==> src/logic/afsw_pkg.sv <==
// Shared constants and carrier types for the sixteen-word store
package afsw_pkg;
	localparam int AFSW_DEPTH = 16;
	localparam int AFSW_NARROW_W = 4;
	localparam int AFSW_WIDE_W = 5;
	localparam int AFSW_MAX_W = 5;
	localparam int AFSW_LVL_W = 5;
	localparam int AFSW_ALMOST_FULL_LVL = 15;
	localparam int AFSW_ALMOST_EMPTY_LVL = 1;
	localparam int AFSW_SYNC_STAGES = 2;
	localparam int AFSW_MCLK_MHZ = 20;
	localparam int AFSW_STROBE_MAX_MHZ = 30;

	// Pin group sampled from outside the clock domain
	typedef struct packed {
		logic rst_n;
		logic load_strobe;
		logic unload_strobe;
		logic oe;
		logic [AFSW_MAX_W-1:0] data;
	} afsw_pins_t;

	// Active-low status flags
	typedef struct packed {
		logic full_n;
		logic empty_n;
		logic almost_full_n;
		logic almost_empty_n;
	} afsw_flags_t;

	localparam afsw_flags_t AFSW_FLAGS_RST = '{
		full_n: 1'b1,
		empty_n: 1'b0,
		almost_full_n: 1'b1,
		almost_empty_n: 1'b1
	};

	// Whole state of the top module
	typedef struct packed {
		afsw_pins_t s1;
		afsw_pins_t s2;
		logic load_prev;
		logic unload_prev;
		afsw_flags_t flags;
	} afsw_top_state_t;

	localparam afsw_top_state_t AFSW_TOP_RST = '{
		s1: '0,
		s2: '0,
		load_prev: 1'b0,
		unload_prev: 1'b0,
		flags: AFSW_FLAGS_RST
	};
endpackage : afsw_pkg

==> src/logic/afsw_fifo.sv <==
// Parameterised word store with registered fall-through head
`timescale 1ns/1ns
`default_nettype none
module afsw_fifo #(
	parameter int W = 5,
	parameter int DEPTH = 16,
	parameter int LVL_W = 5
) (
	// Clock and reset
	input wire logic i_mclk,
	input wire logic i_sys_rst,
	input wire logic i_clear,
	// Fill side
	input wire logic i_wr_valid,
	output logic o_wr_ready,
	input wire logic [W-1:0] i_wr_data,
	// Drain side
	output logic o_rd_valid,
	input wire logic i_rd_ready,
	output logic [W-1:0] o_rd_data,
	// Occupancy
	output logic [LVL_W-1:0] o_level,
	output logic [LVL_W-1:0] o_level_nxt
);
	localparam int PTR_W = $clog2(DEPTH);
	localparam logic [LVL_W-1:0] LVL_FULL = LVL_W'(DEPTH);

	typedef struct packed {
		logic [DEPTH-1:0][W-1:0] mem;
		logic [PTR_W-1:0] wr_ptr;
		logic [PTR_W-1:0] rd_ptr;
		logic [LVL_W-1:0] level;
	} afsw_fifo_state_t;

	afsw_fifo_state_t st_r;
	afsw_fifo_state_t st_nxt;
	logic [W-1:0] rd_data_r;
	logic push;
	logic pop;

	assign o_wr_ready = (st_r.level != LVL_FULL);
	assign o_rd_valid = (st_r.level != '0);
	assign push = i_wr_valid & o_wr_ready;
	assign pop = i_rd_ready & o_rd_valid;
	assign o_level = st_r.level;
	assign o_level_nxt = st_nxt.level;
	assign o_rd_data = rd_data_r;

	always_comb
	begin
		st_nxt = st_r;
		if (i_clear)
		begin
			st_nxt.wr_ptr = '0;
			st_nxt.rd_ptr = '0;
			st_nxt.level = '0;
		end
		else
		begin
			if (push)
			begin
				st_nxt.mem[st_r.wr_ptr] = i_wr_data;
				st_nxt.wr_ptr = st_r.wr_ptr + 1'b1;
			end
			if (pop)
				st_nxt.rd_ptr = st_r.rd_ptr + 1'b1;
			if (push && !pop)
				st_nxt.level = st_r.level + 1'b1;
			else if (pop && !push)
				st_nxt.level = st_r.level - 1'b1;
		end
	end

	always_ff @(posedge i_mclk or posedge i_sys_rst)
	begin
		if (i_sys_rst)
			st_r <= '0;
		else
			st_r <= st_nxt;
	end

	// Head word register, never reset; held through clear and while empty
	always_ff @(posedge i_mclk)
	begin
		if (i_clear)
			rd_data_r <= rd_data_r;
		else if (push && (st_r.wr_ptr == st_nxt.rd_ptr))
			rd_data_r <= i_wr_data;
		else if (st_nxt.level != '0)
			rd_data_r <= st_r.mem[st_nxt.rd_ptr];
	end
endmodule : afsw_fifo
`default_nettype wire

==> src/logic/afsw_top.sv <==
// Sixteen-word first-in first-out store with strobe pins and flags
// Function
// - Narrow variant holds sixteen four-bit words in arrival order.
// - Wide variant holds sixteen five-bit words, adds almost-full and almost-empty flags.
// - Rising load strobe stores the presented word; writer sets data first.
// - Rising unload strobe drops the oldest word and shows the next one.
// - Store is full when sixteen more words loaded than unloaded.
// - Load strobes while full are ignored; contents stay unchanged.
// - Unload strobes while empty are ignored; pointers and flags stay.
// - Full flag low exactly while sixteen words are held.
// - Empty flag low exactly while no word is held.
// - Wide variant almost-full flag low exactly at fifteen words.
// - Wide variant almost-empty flag low exactly at one word.
// - Low reset pin clears pointers, empty low, other flags high.
// - Reset leaves the data outputs at whatever they held.
// - First load into an empty store shows its word at once.
// - Data outputs are not inverted and stay driven; enable low only raises o_q_oe_n.
// - Output enable touches only the data outputs, never the flags.
// - Data outputs count as invalid whenever occupancy is zero.
`timescale 1ns/1ns
`default_nettype none
module afsw_top #(
	parameter bit WIDE = 1'b1,
	parameter int DATA_W = WIDE ? afsw_pkg::AFSW_WIDE_W : afsw_pkg::AFSW_NARROW_W,
	parameter int DEPTH = afsw_pkg::AFSW_DEPTH,
	parameter int LVL_W = afsw_pkg::AFSW_LVL_W
) (
	// Clock and reset
	input wire logic i_mclk,
	input wire logic i_sys_rst,
	// Pins from the writer and reader
	input wire afsw_pkg::afsw_pins_t i_pins,
	// Data outputs
	output logic [DATA_W-1:0] o_q,
	output logic o_q_oe_n,
	output logic o_q_valid,
	// Status
	output afsw_pkg::afsw_flags_t o_flags,
	output logic [LVL_W-1:0] o_occupancy_count
);
	import afsw_pkg::*;

	localparam logic [LVL_W-1:0] LVL_FULL = LVL_W'(DEPTH);
	localparam logic [LVL_W-1:0] LVL_AF = LVL_W'(AFSW_ALMOST_FULL_LVL);
	localparam logic [LVL_W-1:0] LVL_AE = LVL_W'(AFSW_ALMOST_EMPTY_LVL);

	afsw_top_state_t st_r;
	afsw_top_state_t st_nxt;
	logic load_edge;
	logic unload_edge;
	logic clear;
	logic wr_ready;
	logic rd_valid;
	logic [DATA_W-1:0] wr_data;
	logic [DATA_W-1:0] rd_data;
	logic [LVL_W-1:0] level;
	logic [LVL_W-1:0] level_nxt;

	// Edges seen only past the second synchroniser stage
	assign clear = ~st_r.s2.rst_n;
	assign load_edge = st_r.s2.load_strobe & ~st_r.load_prev & ~clear;
	assign unload_edge = st_r.s2.unload_strobe & ~st_r.unload_prev & ~clear;
	assign wr_data = st_r.s2.data[DATA_W-1:0];

	// Ignored strobes: full refuses fill, empty refuses drain
	afsw_fifo #(
		.W(DATA_W),
		.DEPTH(DEPTH),
		.LVL_W(LVL_W)
	) u_store (
		.i_mclk(i_mclk),
		.i_sys_rst(i_sys_rst),
		.i_clear(clear),
		.i_wr_valid(load_edge),
		.o_wr_ready(wr_ready),
		.i_wr_data(wr_data),
		.o_rd_valid(rd_valid),
		.i_rd_ready(unload_edge),
		.o_rd_data(rd_data),
		.o_level(level),
		.o_level_nxt(level_nxt)
	);

	always_comb
	begin
		st_nxt = st_r;
		st_nxt.s1 = i_pins;
		st_nxt.s2 = st_r.s1;
		st_nxt.load_prev = st_r.s2.load_strobe;
		st_nxt.unload_prev = st_r.s2.unload_strobe;
		// Flags registered from next occupancy
		st_nxt.flags.full_n = (level_nxt != LVL_FULL);
		st_nxt.flags.empty_n = (level_nxt != '0);
		st_nxt.flags.almost_full_n = !(WIDE && (level_nxt == LVL_AF));
		st_nxt.flags.almost_empty_n = !(WIDE && (level_nxt == LVL_AE));
	end

	always_ff @(posedge i_mclk or posedge i_sys_rst)
	begin
		if (i_sys_rst)
			st_r <= AFSW_TOP_RST;
		else
			st_r <= st_nxt;
	end

	assign o_q = rd_data;
	assign o_q_oe_n = ~st_r.s2.oe;
	assign o_q_valid = st_r.flags.empty_n;
	assign o_flags = st_r.flags;
	assign o_occupancy_count = level;
endmodule : afsw_top
`default_nettype wire

==> config.mk <==
export PLATFORM = sky130hd
export DESIGN_NAME = afsw_top
export DESIGN_NICKNAME = d
export VERILOG_FILES = /design/src/logic/afsw_pkg.sv /design/src/logic/afsw_fifo.sv /design/src/logic/afsw_top.sv
export SDC_FILE = /design/constraint.sdc
export NUM_CORES = 1
export LEC_CHECK = 0
export BUFFER_PORTS_ARGS = -buffer_cell sky130_fd_sc_hd__buf_2
export CAP_MARGIN = 20
export CORE_ASPECT_RATIO = 1.1
export CORE_UTILIZATION = 30
export DETAILED_ROUTE_END_ITERATION = 7
export SKIP_CTS_REPAIR_TIMING = 1
export SYNTH_ARGS = -nofsm -noshare
export SYNTH_HDL_FRONTEND = slang
export SYNTH_HIERARCHICAL = 1
export SYNTH_SLANG_ARGS = --single-unit
==> constraint.sdc <==
create_clock -name i_mclk -period 5.85 [get_ports i_mclk]
set_clock_uncertainty 0.05 [all_clocks]
set_input_delay 1.17 -clock i_mclk [delete_from_list [all_inputs] [get_ports i_mclk]]
set_output_delay 1.17 -clock i_mclk [all_outputs]
set_load 0.05 [all_outputs]
==> metrics, run 1 <==
outcome finished clean; share of cells above drive strength 1 a little under a third; Setup crit start kind flip-flop; register area 3080 um^2; CTS clk-pin slew, worst paths 0.05 ns; Leak Pwr about 3.0 nW; number of remaining DRC errors 0; WL/cell 18.3 um; unrepaired setup endpoints after global routing false; Ant. Diodes 0; peak supply drop 0.000246 V; Vias 4212; Starting Density around 31%; row cnt 54; initial antenna violation count 0; CTS tree built; DR pass1 iterations 4; worst setup path startpoint st_r[14]$_DFF_PP0_; # clock sinks about 120; setup TNS 0 ns; commonest non-fill, non-tap cell in the layout dfrtp_1; CTS Root Cell clkbuf_16; Mapped Area 6030 um^2; FFs w/ async S/R, synth 95.9%; crit path capture u_store/o_rd_data[2]$_DFFE_PP_; layout net count 542; setup violators final 0; DP HPWL around 10000 um; Mapped Nets ~530; Period Utilization, post-route 67.8%; Worst Path Arrival 3.97 ns; CP max FO 42; final setup margin 1.88 ns; largest net degree at the start of global routing 53; Core ar. ~20000 um^2; Seq/Total Area, Yosys between 50% and 60%; Vias/cell ~5.3; required time of the critical path 5.85 ns; CP endpoint kind flip-flop; Synthesis Warnings 6; Multi-input gate area 2610 um^2; total grt overflow 0; Post-synth EDFFs 5; fill cell count between 1500 and 2000; drt initial violations 291; Mean Syn Cell Area 11.7 um^2; CTS Buf Count 17; r2r setup slk 1.88 ns; Hold/Removal Path Class reg2reg; Setup CP Type reg2reg; reg2reg path depth 12; first-pass GRT wire length 22600 um; crit path time final 3.97 ns; Die Wd 137 um; Max Fclk 0.252 GHz; relative slew slack 40.4%; clock latency on the worst-skew pair 0.41 ns; routed wire length roughly 14000 um; Seq cells post-synth between 100 and 150; total I/O pin count 27; worst-case hold slack 0.296 ns; Tightest Pin Transition 0.894 ns; number of max-slew violations in the final report 0; pre-CTS setup slack roughly 1.9 ns; Max Root-Sink Buffers 2; most frequent cells in the layout dfrtp_1 (114), mux2_2 (86), nor2_1 (31); IO buf count 26; vias in the first global route 4140; max_cap viols 0; post-route ant nets 0; top_reg_cell synth dfrtp_1; PwrDens 333 nW/um^2; RD Place Congestion 1.02; H-tree depth 4; area grow syn2layout 14.3%; reg2reg start st_r[14]$_DFF_PP0_; die height 151 um; reg2reg end u_store/o_rd_data[2]$_DFFE_PP_; GRT Util Overall 14.7%; Die ar. between 20000 and 25000 um^2; Hold Vio Cnt, Final 0; Mapped Cells slightly above 500; library cells used by synthesis 56
## state kept, by name, summed over array words and instances, names as in the netlist
| register | count |
|---|---|
| st_r | 4 |
| st_nxt | 11 |
| wr_data | 5 |
| u_store/o_rd_data | 5 |
| u_store/o_level | 5 |
| o_flags | 3 |
| u_store/st_r | 88 |
| o_q_valid | 1 |
## where the power goes
part / leakage, nW / internal [W] / switching, W
Clock: 0.285 / 0.000702 / 0.000362
Sequential: 1.61 / 0.000894 / 0.0000360
Combinational: 1.15 / 0.0000942 / 0.000205
## stage by stage
stage | utilization, % | std cells | power [W] | cell area [um^2]
floorplan | - | 516 | 0.00119 | 6030
global placement | 31.8 | 756 | 0.00123 | 6270
detailed placement | 31.8 | 756 | 0.00124 | 6270
CTS | 34.9 | 788 | 0.00232 | 6880
global route | 34.9 | 789 | 0.00238 | 6890
finish | 34.9 | 789 | 0.00229 | 6890
## worst max-delay path: stages (launching register included)
cell and delay (ns):
dfrtp_1 0.32, inv_1 0.04, buf_4 0.25, nor3b_1 0.23, buf_4 0.22, inv_1 0.11, o21ai_0 0.27, a21o_1 0.50
inv_1 0.33, xnor2_1 0.22, nand3_1 0.14, or3_1 0.43, a41oi_1 0.49
## cell families after synthesis
| family | synth area share [%] |
|---|---|
| fa+ha+maj | 1.45 |
| buf+inv | 5.50 |
| xor+xnor | 1.89 |
| compound gates | 12.0 |
| mux | 18.1 |
| simple gates | 9.90 |
| flops | 51.1 |
## cells in the mapped netlist, drive strengths merged (6+ instances only)
cell type | number | area [um^2]
o31ai | 6 | 45.0
a221o | 7 | 70.1
mux2 | 86 | 968
nor2 | 31 | 116
inv | 23 | 86.3
mux2i | 11 | 123
a211oi | 11 | 82.6
xnor2 | 8 | 70.1
a21oi | 14 | 73.8
a221oi | 10 | 87.6
dfrtp | 114 | 2850
nand2 | 24 | 90.1
o21ai | 11 | 55.1
clkbuf | 18 | 68.8
buf | 25 | 173
nand3 | 7 | 35.0
nor3 | 20 | 105
ha | 7 | 87.6
nor2b | 8 | 50.1
## per-layer routing
metal	routed length (um)	track usage, %
met5	0	0
met4	512	7.47
met3	819	3.74
met2	7030	23.4
met1	6050	18.4
## layout make-up
type                    count  share of cell area (%)
clock inverters            10                    2.05
flip-flops and latches    122                    44.7
well taps                 252                    4.58
multi-input cells         327                    37.9
repair buffers             32                    2.51
inverters                  24                    1.33
clock buffers              22                    6.88
## worst min-delay path by stage
stage	startpoint	endpoint	slack (ns)	cells after the start
3_3_place_gp	st_nxt[13]$_DFF_PP0_	st_nxt[5]$_DFF_PP0_	0.28	0
5_1_grt	st_nxt[10]$_DFF_PP0_	wr_data[4]$_DFF_PP0_	0.31	0
2_1_floorplan	st_nxt[12]$_DFF_PP0_	st_nxt[4]$_DFF_PP0_	0.28	0
4_1_cts	st_nxt[11]$_DFF_PP0_	st_r[11]$_DFF_PP0_	0.30	0
6_report	st_nxt[11]$_DFF_PP0_	st_r[11]$_DFF_PP0_	0.30	0
3_5_place_dp	st_nxt[11]$_DFF_PP0_	st_r[11]$_DFF_PP0_	0.29	0
(Power assumes the default switching activity.)
==> run 2: changes to the inputs <==
- clock period: 5.85 -> 4.05 ns (I/O delays scaled with it)
==> run 2 against run 1 <==
Register-to-register slack worse by 1.3 ns. Global-route usage up 1.3 points. Routed wire length up 5.6%. Core utilization about the same. Clock power up 35%. Critical endpoint is now u_store/o_rd_data[3]$_DFFE_PP_. Sequential power up 44%. Critical path depth down 2. Flip-flop and latch count unchanged. Die area unchanged. Via count up 0.45%. Final cell count up 0.76%. Sequential share of layout area about the same. Largest power group unchanged.
==> metrics, run 2 (synthesis gave the netlist of run 1 again) <==
outcome finished clean (unchanged); crit path time final 3.51 ns (was 3.97 ns); first-pass GRT wire length 24300 um (was 22600 um); final setup margin 0.538 ns (was 1.88 ns); switching pwr 0.000900 W (was 0.000603 W); CTS Buf Count 17 (unchanged); initial antenna violation count 0 (unchanged); max_cap viols 0 (unchanged); PwrDens 468 nW/um^2 (was 333 nW/um^2); area grow syn2layout 14.3% (about the same); drt initial violations 290 (was 291); Hold/Removal Path Class in2async (was reg2reg); CP endpoint kind flip-flop (unchanged); final core area utilization 34.9% (about the same); row cnt 54 (unchanged); Worst Path Arrival 3.65 ns (was 3.97 ns); Leak Pwr 3.06 nW (was 3.04 nW); die height 151 um (unchanged); Crit path largest cell delay 0.45 ns (was 0.50 ns); Hold Vio Cnt, Final 0 (unchanged); number of max-slew violations in the final report 0 (unchanged); relative slew slack 29.7% (was 40.4%); Max Fclk 0.285 GHz (was 0.252 GHz); layout net count 548 (was 542); IO buf count 26 (unchanged); Crit-path slowest cell a2111oi_0 (was a21o_1); max reg flops 88 (unchanged); largest net degree at the start of global routing 54 (was 53); required time of the critical path 4.19 ns (was 5.85 ns); unrepaired setup endpoints after global routing false (unchanged); Vias 4231 (was 4212); share of cells above drive strength 1 31.1% (was 30.4%); Reg with most FFs u_store/st_r (unchanged); vias in the first global route 4405 (was 4140); P_int 0.00232 W (was 0.00169 W); commonest non-fill, non-tap cell in the layout dfrtp_1 (unchanged); Final Cell Area 6890 um^2 (about the same); Die ar. 20700 um^2 (unchanged); routed wire length 15200 um (was 14400 um); H-tree depth 4 (unchanged); number of remaining DRC errors 0 (unchanged); Tot Pwr 0.00322 W (was 0.00229 W); CTS Root Cell clkbuf_16 (unchanged); Ant. Diodes 0 (unchanged); Starting Density 30.5% (unchanged); CTS clk-pin slew, worst paths 0.06 ns (was 0.05 ns); clock latency on the worst-skew pair 0.42 ns (was 0.41 ns); Comb power frac 13.8% (was 13.1%); # clock sinks 122 (unchanged); Core ar. 19700 um^2 (unchanged); Seq pwr share 41.7% (was 40.5%); GRT Util Overall 16.0% (was 14.7%); CTS tree built (unchanged); DR pass1 iterations 7 (was 4); peak supply drop 0.000332 V (was 0.000246 V); pre-CTS setup slack 0.672 ns (was 1.92 ns); Vias/cell 5.32 (was 5.34); Setup CP Type reg2reg (unchanged); RD Place Congestion 0.897 (was 1.02); Setup crit start kind flip-flop (unchanged); WL/cell 19.1 um (was 18.3 um); crit-path cells inv_1 > ha_1 > nor4b_4 > inv_2 > nand3_1 > nand2_1 > mux2i_1 > a2111oi_0 > a211oi_1 > o41ai_1 (was inv_1 > buf_4 > nor3b_1 > buf_4 > inv_1 > o21ai_0 > a21o_1 > inv_1 > xnor2_1 > nand3_1 > or3_1 > a41oi_1); Max Root-Sink Buffers 2 (unchanged); post-route ant nets 0 (unchanged); setup violators final 0 (unchanged); total I/O pin count 27 (unchanged); post-placement cell area 6320 um^2 (was 6270 um^2); reg2reg start u_store/o_level[1]$_DFF_PP0_ (was st_r[14]$_DFF_PP0_); Die Wd 137 um (unchanged); CP max FO 12 (was 42); setup TNS 0 ns (unchanged); total grt overflow 0 (unchanged); fill cell count 1959 (unchanged); most frequent cells in the layout dfrtp_1 (114), mux2_2 (86), nor2_1 (31) (unchanged); clock power share 44.5% (was 46.4%); worst setup path startpoint u_store/o_level[1]$_DFF_PP0_ (was st_r[14]$_DFF_PP0_); Net Sw Frac 27.9% (was 26.3%); Tightest Pin Transition 1.05 ns (was 0.894 ns); DP HPWL 10600 um (was 10100 um); Period Utilization, post-route 86.7% (was 67.8%)
[run 2: changes by cell type in the layout (fill, tap and decap cells not counted), sizes merged]
cell / previous run / this run
buf: 31 / 38
bufinv: 3 / 1
clkinvlp: 5 / 2
clkinv: 4 / 9
inv: 22 / 23
clkbuf: 23 / 21
[run 2: per-stage QoR]
step                hold slack (ns)  instances
floorplan                     0.281        516
global placement              0.282        763
detailed placement            0.285        763
CTS                           0.201        795
global route                  0.207        795
finish                        0.213        795
[run 2: metal layers]
| layer | up-vias | track usage, % | part of all wire [%] | wire length [um] |
|---|---|---|---|---|
| met2 | 141 | 24.4 | 48 | 7260 |
| li1 | 1901 | - | - | - |
| met4 | 0 | 9.29 | 4.2 | 634 |
| met5 | - | 0 | 0 | 0 |
| met3 | 54 | 4.85 | 4.6 | 696 |
| met1 | 2135 | 19.9 | 44 | 6630 |
[run 2: power by group through the flow]
stage	combinational, W	sequential, W	clock, W
2_1_floorplan	0.000330	0.00139	0
3_3_place_gp	0.000433	0.00136	0
3_5_place_dp	0.000442	0.00137	0
4_1_cts	0.000445	0.00134	0.00147
5_1_grt	0.000479	0.00135	0.00153
6_report	0.000444	0.00134	0.00143
[run 2: layout make-up]
| class | count | area (um^2) | share of cell area (%) |
|---|---|---|---|
| multi-input cells | 327 | 2610 | 37.9 |
| clock buffers | 21 | 472 | 6.85 |
| repair buffers | 38 | 220 | 3.20 |
| inverters | 24 | 91.3 | 1.33 |
| flip-flops and latches | 122 | 3080 | 44.7 |
| well taps | 252 | 315 | 4.58 |
| clock inverters | 11 | 93.8 | 1.36 |
[run 2: critical path: cells and delay by family (launching register included)]
family	cells	cell delay, ns
compound gates	3	1.04
simple gates	3	1.00
flops	1	0.43
buf+inv	2	0.30
mux	1	0.25
fa+ha+maj	1	0.21
[run 2: final timing paths]
kind	endpoint	depth (start not counted)	slack, ns
max in group asynchronous	u_store/st_r[73]$_DFFE_PP0P_	3	2.85
worst max register to register	u_store/o_rd_data[3]$_DFFE_PP_	10	0.54
worst min-delay path	u_store/st_r[72]$_DFFE_PP0P_	2	0.21
worst min register to register	st_r[11]$_DFF_PP0_	0	0.30
min in group i_mclk	st_r[11]$_DFF_PP0_	0	0.30
worst max-delay path	u_store/o_rd_data[3]$_DFFE_PP_	10	0.54
